[config.mk]
export PLATFORM = sky130hd
export DESIGN_NAME = watchdog_clock_config_decode
export DESIGN_NICKNAME = d
export VERILOG_FILES = /design/src/rtl/wdt_cfg_pkg.sv /design/src/rtl/cfg_field_decode.sv /design/src/rtl/watchdog_clock_config_decode.sv
export SDC_FILE = /design/constraint.sdc
export NUM_CORES = 1
export LEC_CHECK = 0
export ABC_AREA = 1
export BUFFER_PORTS_ARGS = -buffer_cell sky130_fd_sc_hd__clkbuf_2
export CORE_MARGIN = 2
export CORE_UTILIZATION = 24
export CTS_CLUSTER_DIAMETER = 150
export DETAILED_ROUTE_END_ITERATION = 7
export MAX_ROUTING_LAYER = met4
export PLACE_DENSITY = 0.51
export SYNTH_ARGS = -nofsm -noshare
export SYNTH_HDL_FRONTEND = slang
export SYNTH_SLANG_ARGS = --single-unit
[constraint.sdc]
create_clock -name sys_clk -period 1.3 [get_ports sys_clk]
set_input_delay 0.13 -clock sys_clk [delete_from_list [all_inputs] [get_ports sys_clk]]
set_output_delay 0.13 -clock sys_clk [all_outputs]
set_load 0.01 [all_outputs]
[src/rtl/wdt_cfg_pkg.sv]
// Package with register map, field layout and decoded settings of the config word
`default_nettype none
package wdt_cfg_pkg;
   localparam logic [11:0] ADDR_CFG_WORD    = 12'h000;
   localparam logic [11:0] ADDR_WDT_CTRL    = 12'h004;
   localparam logic [11:0] ADDR_SETTINGS    = 12'h008;
   localparam int          POS_HARD_EN      = 23;
   localparam int          POS_PS_LO        = 16;
   localparam int          POS_CSM_LO       = 14;
   localparam int          POS_OSC_LO       = 8;
   localparam int          POS_SW_ON        = 0;
   localparam logic [4:0]  PS_MAX           = 5'h14;
   localparam logic [1:0]  OSC_MODE_OFF     = 2'h3;
   localparam logic [31:0] CFG_WORD_RESET   = 32'hffffffff;
   localparam logic [31:0] SLVERR_READ      = 32'h00000000;

   typedef struct packed {
      logic       wdtRun;
      logic       wdtLocked;
      logic [4:0] postscale;
      logic       clkSwitchEn;
      logic       failSafeEn;
      logic [1:0] primaryOscMode;
   } settings_s;
endpackage
`default_nettype wire

[src/rtl/cfg_field_decode.sv]
// Combinational decoder from captured config word to settings
`default_nettype none
module cfg_field_decode (
   input  wire logic [31:0]            cfgWord,
   input  wire logic                   swRunReq,
   output wdt_cfg_pkg::settings_s      settings
);
   logic [4:0] rawPs;
   logic [1:0] csm;
   always_comb begin
      rawPs = cfgWord[wdt_cfg_pkg::POS_PS_LO +: 5];
      csm   = cfgWord[wdt_cfg_pkg::POS_CSM_LO +: 2];
      settings.wdtLocked      = cfgWord[wdt_cfg_pkg::POS_HARD_EN];
      settings.wdtRun         = cfgWord[wdt_cfg_pkg::POS_HARD_EN] | swRunReq; // [RQ1] [RQ2]
      // Undefined codes fold onto the largest ratio
      settings.postscale      = (rawPs > wdt_cfg_pkg::PS_MAX) ? wdt_cfg_pkg::PS_MAX : rawPs; // [RQ3] [RQ4]
      settings.clkSwitchEn    = ~csm[1];                 // [RQ5] [RQ6] [RQ7]
      settings.failSafeEn     = (csm == 2'h0);           // [RQ5] [RQ6] [RQ7]
      settings.primaryOscMode = cfgWord[wdt_cfg_pkg::POS_OSC_LO +: 2];
   end
endmodule
`default_nettype wire

[src/rtl/watchdog_clock_config_decode.sv]
// Config word capture, decode and APB register access
//
// Notes on behaviour
// [RQ1] Hard-enable bit set: watchdog runs from reset, software cannot stop it.
// [RQ2] Hard-enable bit clear: watchdog starts off, software may switch it on.
// [RQ3] Postscale field selects divide ratio two to the field value, 1:1 to 1:1048576.
// [RQ4] Postscale codes above the highest defined value act as the largest ratio.
// [RQ5] Switch/monitor field upper bit set disables switching and fail-safe monitor.
// [RQ6] Switch/monitor field 01 enables switching, fail-safe monitor stays off.
// [RQ7] Switch/monitor field 00 enables switching and the fail-safe monitor.
// [RQ8] Programmer must not disable primary oscillator while it is the clock source.
// [RQ9] Config word captured after reset release, held until next reset, ignores writes.
`default_nettype none
module watchdog_clock_config_decode (
   input  wire logic        sys_clk,
   input  wire logic        resetn,
   input  wire logic        clkEn,
   input  wire logic [31:0] nvmWord,
   input  wire logic        psel,
   input  wire logic        penable,
   input  wire logic        pwrite,
   input  wire logic [11:0] paddr,
   input  wire logic [31:0] pwdata,
   output logic             pready,
   output logic [31:0]      prdata,
   output logic             pslverr,
   output logic             wdtRun,
   output logic [4:0]       wdtPostscale,
   output logic             clkSwitchEn,
   output logic             failSafeEn,
   output logic             oscModeFault
);
   logic [31:0] nvmMeta_r, nvmSync_r, cfg_r, cfg_nxt;
   logic        loaded_r, loaded_nxt;
   logic [1:0]  fill_r, fill_nxt;
   logic        swOn_r, swOn_nxt;
   logic        pready_r, pready_nxt, pslverr_r, pslverr_nxt;
   logic [31:0] prdata_r, prdata_nxt;
   logic        run_r, csw_r, fsm_r, fault_r;
   logic [4:0]  ps_r;
   wdt_cfg_pkg::settings_s dec;

   cfg_field_decode u_dec (
      .cfgWord  (cfg_r),
      .swRunReq (swOn_r),
      .settings (dec)
   );

   // Capture only once both sync stages hold post-reset samples,
   // else the synchroniser's reset fill would be frozen instead
   always_comb begin
      fill_nxt   = {fill_r[0], 1'b1};
      cfg_nxt    = cfg_r;
      loaded_nxt = loaded_r;
      if (fill_r[1] && !loaded_r) begin
         cfg_nxt    = nvmSync_r;                         // [RQ9]
         loaded_nxt = 1'b1;
      end
   end

   // APB slave: zero wait states, unmapped address answers pslverr
   always_comb begin
      swOn_nxt    = swOn_r;
      pready_nxt  = 1'b0;
      pslverr_nxt = 1'b0;
      prdata_nxt  = prdata_r;
      if (psel && !penable) begin
         pready_nxt = 1'b1;
         prdata_nxt = wdt_cfg_pkg::SLVERR_READ;
         case (paddr)
            wdt_cfg_pkg::ADDR_CFG_WORD: begin
               if (!pwrite) prdata_nxt = cfg_r;          // Read only [RQ9]
            end
            wdt_cfg_pkg::ADDR_WDT_CTRL: begin
               if (pwrite) swOn_nxt = pwdata[wdt_cfg_pkg::POS_SW_ON]; // [RQ2]
               else prdata_nxt = {30'h0, dec.wdtLocked, dec.wdtRun};
            end
            wdt_cfg_pkg::ADDR_SETTINGS: begin
               if (!pwrite) prdata_nxt = {22'h0, dec.primaryOscMode, dec.postscale,
                                          dec.clkSwitchEn, dec.failSafeEn, dec.wdtRun};
            end
            default: pslverr_nxt = 1'b1;
         endcase
      end
   end

   always_ff @(posedge sys_clk) begin
      if (!resetn) begin
         nvmMeta_r <= wdt_cfg_pkg::CFG_WORD_RESET;
         nvmSync_r <= wdt_cfg_pkg::CFG_WORD_RESET;
         cfg_r     <= wdt_cfg_pkg::CFG_WORD_RESET;
         loaded_r  <= 1'b0;
         fill_r    <= 2'h0;
         swOn_r    <= 1'b0;                              // [RQ2]
         pready_r  <= 1'b0;
         pslverr_r <= 1'b0;
         prdata_r  <= 32'h0;
         run_r     <= 1'b0;
         ps_r      <= 5'h0;
         csw_r     <= 1'b0;
         fsm_r     <= 1'b0;
         fault_r   <= 1'b0;
      end else if (clkEn) begin
         nvmMeta_r <= nvmWord;
         nvmSync_r <= nvmMeta_r;
         cfg_r     <= cfg_nxt;
         loaded_r  <= loaded_nxt;
         fill_r    <= fill_nxt;
         swOn_r    <= swOn_nxt;
         pready_r  <= pready_nxt;
         pslverr_r <= pslverr_nxt;
         prdata_r  <= prdata_nxt;
         // All setting outputs but ps_r valid only once the word is held
         run_r     <= loaded_r & dec.wdtRun;             // [RQ1]
         ps_r      <= dec.postscale;                     // [RQ3]
         csw_r     <= loaded_r & dec.clkSwitchEn;        // [RQ5]
         fsm_r     <= loaded_r & dec.failSafeEn;         // [RQ7]
         fault_r   <= loaded_r & (dec.primaryOscMode == wdt_cfg_pkg::OSC_MODE_OFF); // [RQ8]
      end
   end

   assign pready       = pready_r;
   assign prdata       = prdata_r;
   assign pslverr      = pslverr_r;
   assign wdtRun       = run_r;
   assign wdtPostscale = ps_r;
   assign clkSwitchEn  = csw_r;
   assign failSafeEn   = fsm_r;
   assign oscModeFault = fault_r;
endmodule
`default_nettype wire

==> results.rst, run 1 <==
.. list-table::
   :header-rows: 1

   * - Metric
     - Value
   * - Clock tree from TritonCTS
     - built
   * - Number of detailed-route iterations in the first pass
     - 4
   * - Layout Nets
     - 888
   * - Final number of hold-violating endpoints
     - 0
   * - Type of origin of the critical path
     - flip-flop
   * - Congestion Overflow GR
     - 0
   * - Number of buffers created by CTS
     - 17
   * - Initial antenna violation count
     - 1
   * - CP Data Arrival Time
     - 1520 ps
   * - Number of core rows
     - 54
   * - Post-Syn Instances
     - 681
   * - Utilization after layout
     - 0.328
   * - Final Cell Area
     - 7170 µm²
   * - Family of cells with the greatest summed delay on the critical path
     - compound AO/OA/AOI/OAI gates
   * - Die span in y
     - 153 µm
   * - X dimension of the die
     - 153 µm
   * - CTS H-tree lvls
     - 4
   * - Combined area of the multi-input logic cells
     - 2170 µm²
   * - Full die area
     - 23400 µm²
   * - Smallest setup slack after layout
     - 127 ps
   * - Cell breakdown of the critical path
     - inv_1, o21ai_0, inv_1, o21ai_0, nand2_1, a21oi_1
   * - Clock tree root buffer cell
     - clkbuf_16
   * - Wire length of the first global-routing pass
     - 22700 µm
   * - Fillers
     - 2358
   * - Comb pwr share
     - 0.075
   * - Pleak
     - 3.31 nW
   * - Number of port buffers
     - 93
   * - Number of nets produced by synthesis
     - 763
   * - Total DRC errors in the routed layout
     - 0
   * - Via count
     - 4594
   * - Unrepaired setup endpoints after global routing
     - false
   * - Final Non-Filler Cells
     - 1101
   * - Count of cell types in the netlist
     - 26
   * - Number of clock sinks
     - 143
   * - Required time at the worst-slack endpoint
     - 1650 ps
   * - Placed cell count
     - 1034
   * - Antenna viol nets, final
     - 0
   * - Total of flip-flops plus latches after synthesis
     - 143
   * - Crit. End Element
     - flip-flop
   * - Placed Area
     - 6230 µm²
   * - Area growth from synthesis to layout
     - 34.6%
   * - Sequential cell area fraction in the yosys report
     - 0.538
   * - Seq pwr share
     - 0.450
   * - Detailed router's first-iteration violation count
     - 231
   * - Detailed-route vias per instance
     - 4.17
   * - Worst voltage drop across the vdd grid
     - 0.983 mV
   * - Final clock period utilization by the worst path
     - 0.902
   * - Final setup violation count
     - 0
   * - Critical-path cell with the highest stage delay
     - dfxtp_1
   * - I/O pin count
     - 125
   * - Clock transition time at the flip-flop clock pins of the worst setup and hold paths
     - 60 ps
   * - Setup repair bufs after CTS
     - 0
   * - Commonest cells after routing, fill and taps aside
     - nand2_1 (260), dfxtp_1 (143), nand3_1 (103), clkbuf_2 (92)
   * - Switching fraction of total power
     - 0.234
   * - Fraction of final layout cells sized beyond drive strength 1
     - 0.221
   * - Wirelength per Cell
     - 12.1 µm
   * - Final hold slack
     - 142 ps
   * - Delay of the slowest cell on the worst path
     - 390 ps
   * - Global-route usage over all layers
     - 0.123
   * - Final routed wirelength across all metal layers
     - 13400 µm
   * - Yosys warning total
     - 0
   * - Bufs and invs on worst path
     - 2
   * - Class of the tightest hold or removal check
     - in2reg
   * - Average cell area after synthesis
     - 7.82 µm²
   * - Cell internal pwr
     - 0.00802 W
   * - Headroom to the max-slew limit
     - 0.772
   * - Relative contribution of the clock network to total power
     - 0.475
   * - Run status
     - finished clean
   * - Net switching power of the design
     - 0.00245 W
   * - Initial standard-cell utilization of the core
     - 0.244
   * - Core outline area
     - 21800 µm²
   * - Peak clock frequency supported by timing
     - 853 MHz
   * - Maximum number of pins on one net before global-route repair
     - 56
   * - Maximum capacitance violations
     - 0
   * - Detail Placement HPWL
     - 9260 µm
   * - Number of pins exceeding their max-slew limit in the final report
     - 0
   * - Worst-skew pair later-pin latency
     - 430 ps
   * - Slew @ Worst Pin
     - 342 ps
   * - Routability Congestion
     - 0.778
   * - Commonest non-fill, non-tap cell in the layout
     - nand2_1
   * - Register area
     - 2860 µm²
   * - Worst setup path class
     - reg2reg
   * - Worst-path maximum fanout
     - 4
   * - Number of buffers on the longest clock path
     - 2
   * - Post-placement worst setup slack
     - -20.0 ps
   * - Clock tree skew after final layout
     - 6.91 ps
   * - PD cells
     - 1460 nW/µm²
   * - Netlist area before placement
     - 5330 µm²
   * - Via count of the first global-routing pass
     - 4366
   * - Final critical path time including I/O delays and setup
     - 1170 ps
area by class of cell:
cell class	instances	area share
clock buffers	20	0.0623
flip-flops and latches	143	0.399
well taps	280	0.0489
multi-input cells	471	0.302
diodes	2	0.000698
clock inverters	12	0.0220
repair buffers	150	0.152
inverters	23	0.0120
through the flow:
stage / total power (W) / setup TNS, ps
after floorplan: 0.00523 / 0
after global routing: 0.0109 / 0
after detailed placement: 0.00553 / -20.0
after global placement: 0.00552 / 0
final: 0.0105 / 0
after CTS: 0.0106 / 0
per-layer routing:
metal  vias to the layer above  wire length [µm]  GRT usage  part of all wire
met2                        93              5180      0.163              0.39
met3                        15               580     0.0320             0.043
li1                       2456                 -          -                 -
met4                         0               235     0.0476             0.018
met5                         -                 0          -                 0
met1                      2030              7380      0.177              0.55
power by group through the flow:
stage	logic (W)	clock network (W)	registers [W]
6_report	0.000787	0.00497	0.00471
5_1_grt	0.000907	0.00526	0.00474
4_1_cts	0.000805	0.00507	0.00471
3_5_place_dp	0.000723	0	0.00481
3_3_place_gp	0.000716	0	0.00481
2_1_floorplan	0.000449	0	0.00478
Yosys cell counts:
cell	n	area share
o211ai_1	8	0.011
inv_1	21	0.015
buf_2	7	0.0066
nand2_4	3	0.0063
nand2_1	260	0.18
o21ai_0	10	0.0094
buf_4	2	0.0028
a32oi_1	1	0.0016
dfxtp_1	143	0.54
nor3_1	1	0.00094
nor2_2	2	0.0023
clkbuf_1	31	0.022
o21ai_1	2	0.0019
nand3_1	103	0.097
nand4_1	5	0.0059
nor2_4	3	0.0063
nor2_1	16	0.011
inv_2	2	0.0014
nand3_2	1	0.0019
buf_8	1	0.0028
a21oi_2	10	0.016
nor2_8	2	0.0075
a21oi_1	33	0.031
buf_6	2	0.0042
nand2_2	11	0.013
buf_1	1	0.00070
registers in the layout (all words and copies together), names as in the netlist:
register,count
cfg_r,32
nvmMeta_r,32
nvmSync_r,32
prdata,32
wdtPostscale,5
fill_r,2
clkSwitchEn,1
failSafeEn,1
loaded_r,1
oscModeFault,1
pready,1
pslverr,1
swOn_r,1
wdtRun,1
worst register-to-register path: cells and delay by family, from the launching register on:
| kind | cells | cell delay (ps) |
|---|---|---|
| AO/OA/AOI/OAI | 3 | 450 |
| flip-flops | 1 | 390 |
| buffers and inverters | 2 | 190 |
| AND/OR/NAND/NOR | 1 | 70 |
timing repair:
action	CTS	global route
hold buffers	33	0
gates resized for setup	0	0
hold endpoints to repair	33	0
setup endpoints to repair	0	0
kinds of logic (layout without fill, tap and decap cells):
logic type / Yosys count / count (layout) / share of synthesized area
DFF: 143 / 143 / 0.538
buffers and inverters: 67 / 205 / 0.0552
and+or+nand+nor: 407 / 407 / 0.336
other: 0 / 2 / 0
AOI/OAI and AO/OA: 64 / 64 / 0.0717
worst paths after layout:
path | from | endpoint | slack [ps] | depth (start not counted)
min reg2reg | nvmSync_r[10] | cfg_r[10] | 460 | 2
max reg2reg | cfg_r[19] | prdata[5] | 130 | 6
min | pwrite | swOn_r | 140 | 4
max | cfg_r[19] | prdata[5] | 130 | 6
Power figures use the tool's default switching activity.
==> run 2, diff against run 1 <==
ABC_AREA = 0   (was 1)
GPL_TIMING_DRIVEN = 1   (was unset)
SLEW_MARGIN = 40   (was unset)
==> run 2 against run 1 <==
Effect of this change: first-iteration DRC count down 16%; area after synthesis down 3.9%; critical path type is now in2reg; largest power group unchanged; power down 2.2%; wire length down 3.0%; core utilization up 0.47 points.
==> results.rst, run 2 <==
.. list-table::
   :header-rows: 1

   * - Metric
     - Value
   * - Run status
     - finished clean
   * - Fraction of final layout cells sized beyond drive strength 1
     - 0.233 (+0.0123)
   * - Maximum number of pins on one net before global-route repair
     - 61 (+8.9%)
   * - Core outline area
     - 21000 µm² (-4.0%)
   * - Placed Area
     - 6060 µm² (-2.8%)
   * - Total of flip-flops plus latches after synthesis
     - 143 (unchanged)
   * - Endpoint of the worst register-to-register path
     - prdata[1]
   * - Via count
     - 3968 (-14%)
   * - Startpoint of the worst register-to-register path
     - cfg_r[14]
   * - Congestion Overflow GR
     - 0 (unchanged)
   * - Commonest cells after routing, fill and taps aside
     - dfxtp_1 (143), nand2_1 (140), clkbuf_2 (91), mux2i_1 (71), nand3_1 (35)
   * - Sequential cell area fraction in the yosys report
     - 0.560 (+0.0221)
   * - Worst-path maximum fanout
     - 14 (+10)
   * - Number of buffers on the longest clock path
     - 2 (unchanged)
   * - Worst setup path class
     - in2reg
   * - Utilization after layout
     - 0.333 (+0.00471)
   * - Final routed wirelength across all metal layers
     - 13000 µm (-3.0%)
   * - Routability Congestion
     - 0.745 (-4.2%)
   * - Compound-gate portion of the synthesized area
     - 0.0763 (+0.00466)
   * - Headroom to the max-slew limit
     - 0.630 (-0.142)
   * - Largest family of logic cells by synthesized area
     - simple AND/OR/NAND/NOR gates
   * - Number of core rows
     - 53 (-1.9%)
   * - Yosys warning total
     - 0 (unchanged)
   * - Cell taking the most area after synthesis
     - dfxtp_1
   * - Simple-gate portion of the synthesized area
     - 0.190 (-0.146)
   * - CTS H-tree lvls
     - 4 (unchanged)
   * - Post-placement worst setup slack
     - -425 ps (-405 ps)
   * - Detailed-route vias per instance
     - 4.19 (+0.31%)
   * - Initial antenna violation count
     - 0 (-1)
   * - Type of origin of the critical path
     - input port
   * - Async set-reset flop share out of synthesis
     - 0 (unchanged)
   * - Clock transition time at the flip-flop clock pins of the worst setup and hold paths
     - 50 ps (about the same)
   * - Wirelength per Cell
     - 13.7 µm (+13%)
   * - Crit. End Element
     - flip-flop
   * - Combined area of the multi-input logic cells
     - 2090 µm² (-3.6%)
   * - Detail Placement HPWL
     - 8690 µm (-6.1%)
   * - Post-synth top area share
     - 0.560 (+0.0221)
   * - Average cell area after synthesis
     - 9.69 µm² (+24%)
   * - Dominant register cell in the synthesized netlist
     - dfxtp_1
   * - Final clock period utilization by the worst path
     - 0.992 (+0.0904)
   * - Family of cells with the greatest summed delay on the critical path
     - simple AND/OR/NAND/NOR gates
   * - Synth top area cells
     - dfxtp_1 (56%), mux2i_1 (14%), nand2_1 (10%), a22o_1 (3.8%), nand3_1 (3.4%)
   * - Bufs and invs on worst path
     - 2 (unchanged)
   * - Die span in y
     - 150 µm (-1.9%)
   * - Final Cell Area
     - 6980 µm² (-2.6%)
   * - Layout Nets
     - 745 (-16%)
   * - Fillers
     - 2203 (-6.6%)
   * - Count of cell instances traversed by the critical path
     - 6 (unchanged)
   * - Maximum capacitance violations
     - 0 (unchanged)
   * - I/O pin count
     - 125 (unchanged)
   * - Mux cell area share after synthesis
     - 0.139 (+0.139)
   * - Class of the tightest hold or removal check
     - in2reg
   * - X dimension of the die
     - 150 µm (-1.9%)
   * - CP Data Arrival Time
     - 1650 ps (+130 ps)
   * - Clock tree from TritonCTS
     - built
   * - Antenna viol nets, final
     - 0 (unchanged)
   * - XOR/XNOR share of the synthesized area
     - 0.00171 (+0.00171)
   * - Number of buffers created by CTS
     - 17 (unchanged)
   * - Required time at the worst-slack endpoint
     - 1660 ps (about the same)
   * - Critical Path Start
     - paddr[5]
   * - Worst voltage drop across the vdd grid
     - 0.761 mV (-23%)
   * - Number of flops mapped to enable cells by yosys
     - 0 (unchanged)
   * - Cell breakdown of the critical path
     - clkbuf_2, or4_4, nor4_4, and4b_4, buf_12, a22o_1
   * - Sum of negative setup slack
     - 0 ps (unchanged)
   * - Detailed router's first-iteration violation count
     - 193 (-16%)
   * - Register area
     - 2860 µm² (unchanged)
   * - Via count of the first global-routing pass
     - 3760 (-14%)
   * - Setup repair bufs after CTS
     - 0 (unchanged)
   * - Commonest cells post-synth
     - dfxtp_1 (143), nand2_1 (140), mux2i_1 (71)
   * - Global-route usage over all layers
     - 0.122 (-0.00115)
   * - Number of detailed-route iterations in the first pass
     - 4 (unchanged)
   * - Slew @ Worst Pin
     - 556 ps (+213 ps)
   * - Number of pins exceeding their max-slew limit in the final report
     - 0 (unchanged)
   * - Pleak
     - 3.16 nW (-4.6%)
   * - Delay of the slowest cell on the worst path
     - 540 ps (+150 ps)
   * - Area growth from synthesis to layout
     - 36.5%
   * - Number of cells on the worst hold path
     - 3 (-1)
   * - Minimum setup slack among reg-to-reg paths
     - 110 ps (-20 ps)
   * - Smallest setup slack after layout
     - 9.85 ps (-117 ps)
   * - Capturing instance or port of the critical path
     - prdata[24]
   * - Final number of hold-violating endpoints
     - 0 (unchanged)
   * - Netlist area before placement
     - 5110 µm² (-3.9%)
   * - Most common cell in the synthesized netlist
     - dfxtp_1
   * - Unrepaired setup endpoints after global routing
     - true
   * - Total DRC errors in the routed layout
     - 0 (unchanged)
   * - Final setup violation count
     - 0 (unchanged)
   * - Clock tree skew after final layout
     - 4.86 ps (-2.05 ps)
   * - Wire length of the first global-routing pass
     - 20500 µm (-9.4%)
   * - Full die area
     - 22500 µm² (-3.8%)
   * - Initial standard-cell utilization of the core
     - 0.244 (about the same)
   * - Number of port buffers
     - 93 (unchanged)
   * - Critical-path cell with the highest stage delay
     - or4_4
   * - Clock tree root buffer cell
     - clkbuf_16
   * - Final critical path time including I/O delays and setup
     - 1290 ps (+117 ps)
   * - Number of diodes
     - 0 (-2)
   * - Peak clock frequency supported by timing
     - 775 MHz (-9.1%)
   * - Count of cell types in the netlist
     - 37 (+42%)
   * - Commonest non-fill, non-tap cell in the layout
     - dfxtp_1
   * - Post-Syn Instances
     - 528 (-22%)
   * - Total power draw
     - 0.0102 W (-2.2%)
   * - Worst-skew pair later-pin latency
     - 420 ps (about the same)
   * - PD cells
     - 1470 nW/µm² (+0.37%)
   * - R2r worst-path depth
     - 4 (-2)
   * - Number of nets produced by synthesis
     - 610 (-20%)
   * - Number of clock sinks
     - 143 (unchanged)
   * - Arithmetic-cell share of the synthesized area counting full adders, half adders and majority gates
     - 0 (unchanged)
run 2: timing repair:
| action | CTS | global route |
|---|---|---|
| gates resized for setup | 3 | 1 |
| hold endpoints to repair | 32 | 0 |
| hold buffers | 32 | 0 |
| pin swaps | 0 | 1 |
| endpoints found under the setup margin | 1 | 27 |
run 2: final cells by class:
cell class                 instances  area share
clock buffer                      22      0.0694
clock inverter                     7      0.0158
inverter                           3     0.00161
multi-input combinational        345       0.299
sequential                       143       0.410
tap                              275      0.0493
timing repair buffer             153       0.155
run 2: where the power goes:
group,internal [W],switching [W],total (W)
registers,0.00454,0.0000864,0.00462
logic,0.000357,0.000360,0.000718
clock network,0.00317,0.00172,0.00489
run 2: per-stage QoR:
step / std cells / hold slack [ps]
2_1_floorplan: 528 / 258
3_3_place_gp: 887 / 346
3_5_place_dp: 887 / 350
4_1_cts: 948 / 52.0
5_1_grt: 948 / 72.1
6_report: 948 / 79.1
run 2: logic make-up (layout without fill, tap and decap cells):
family          Yosys count  count (layout)
buf+inv                  40             185
simple gates            218             218
flops                   143             143
mux                      71              71
xor+xnor                  1               1
compound gates           55              55
run 2: worst register-to-register path: cells and delay by family, from the launching register on:
family           cells  cell delay (ps)
AO/OA/AOI/OAI        2              200
flip-flops           1              310
AND/OR/NAND/NOR      2              620
run 2: worst min-delay path by stage:
stage / slack, ps / endpoint / start
after floorplan: 260 / nvmMeta_r[0] / nvmWord[0]
after global placement: 350 / nvmMeta_r[13] / nvmWord[13]
after detailed placement: 350 / nvmMeta_r[21] / nvmWord[21]
after CTS: 50 / swOn_r / pwdata[0]
after global routing: 70 / swOn_r / pwdata[0]
final: 80 / swOn_r / pwdata[0]
run 2: per-layer routing:
metal,track usage,up-vias,wire (µm)
li1,-,2071,-
met1,0.168,1804,6750
met2,0.172,77,5510
met3,0.0311,16,525
met4,0.0453,0,187
met5,-,-,0
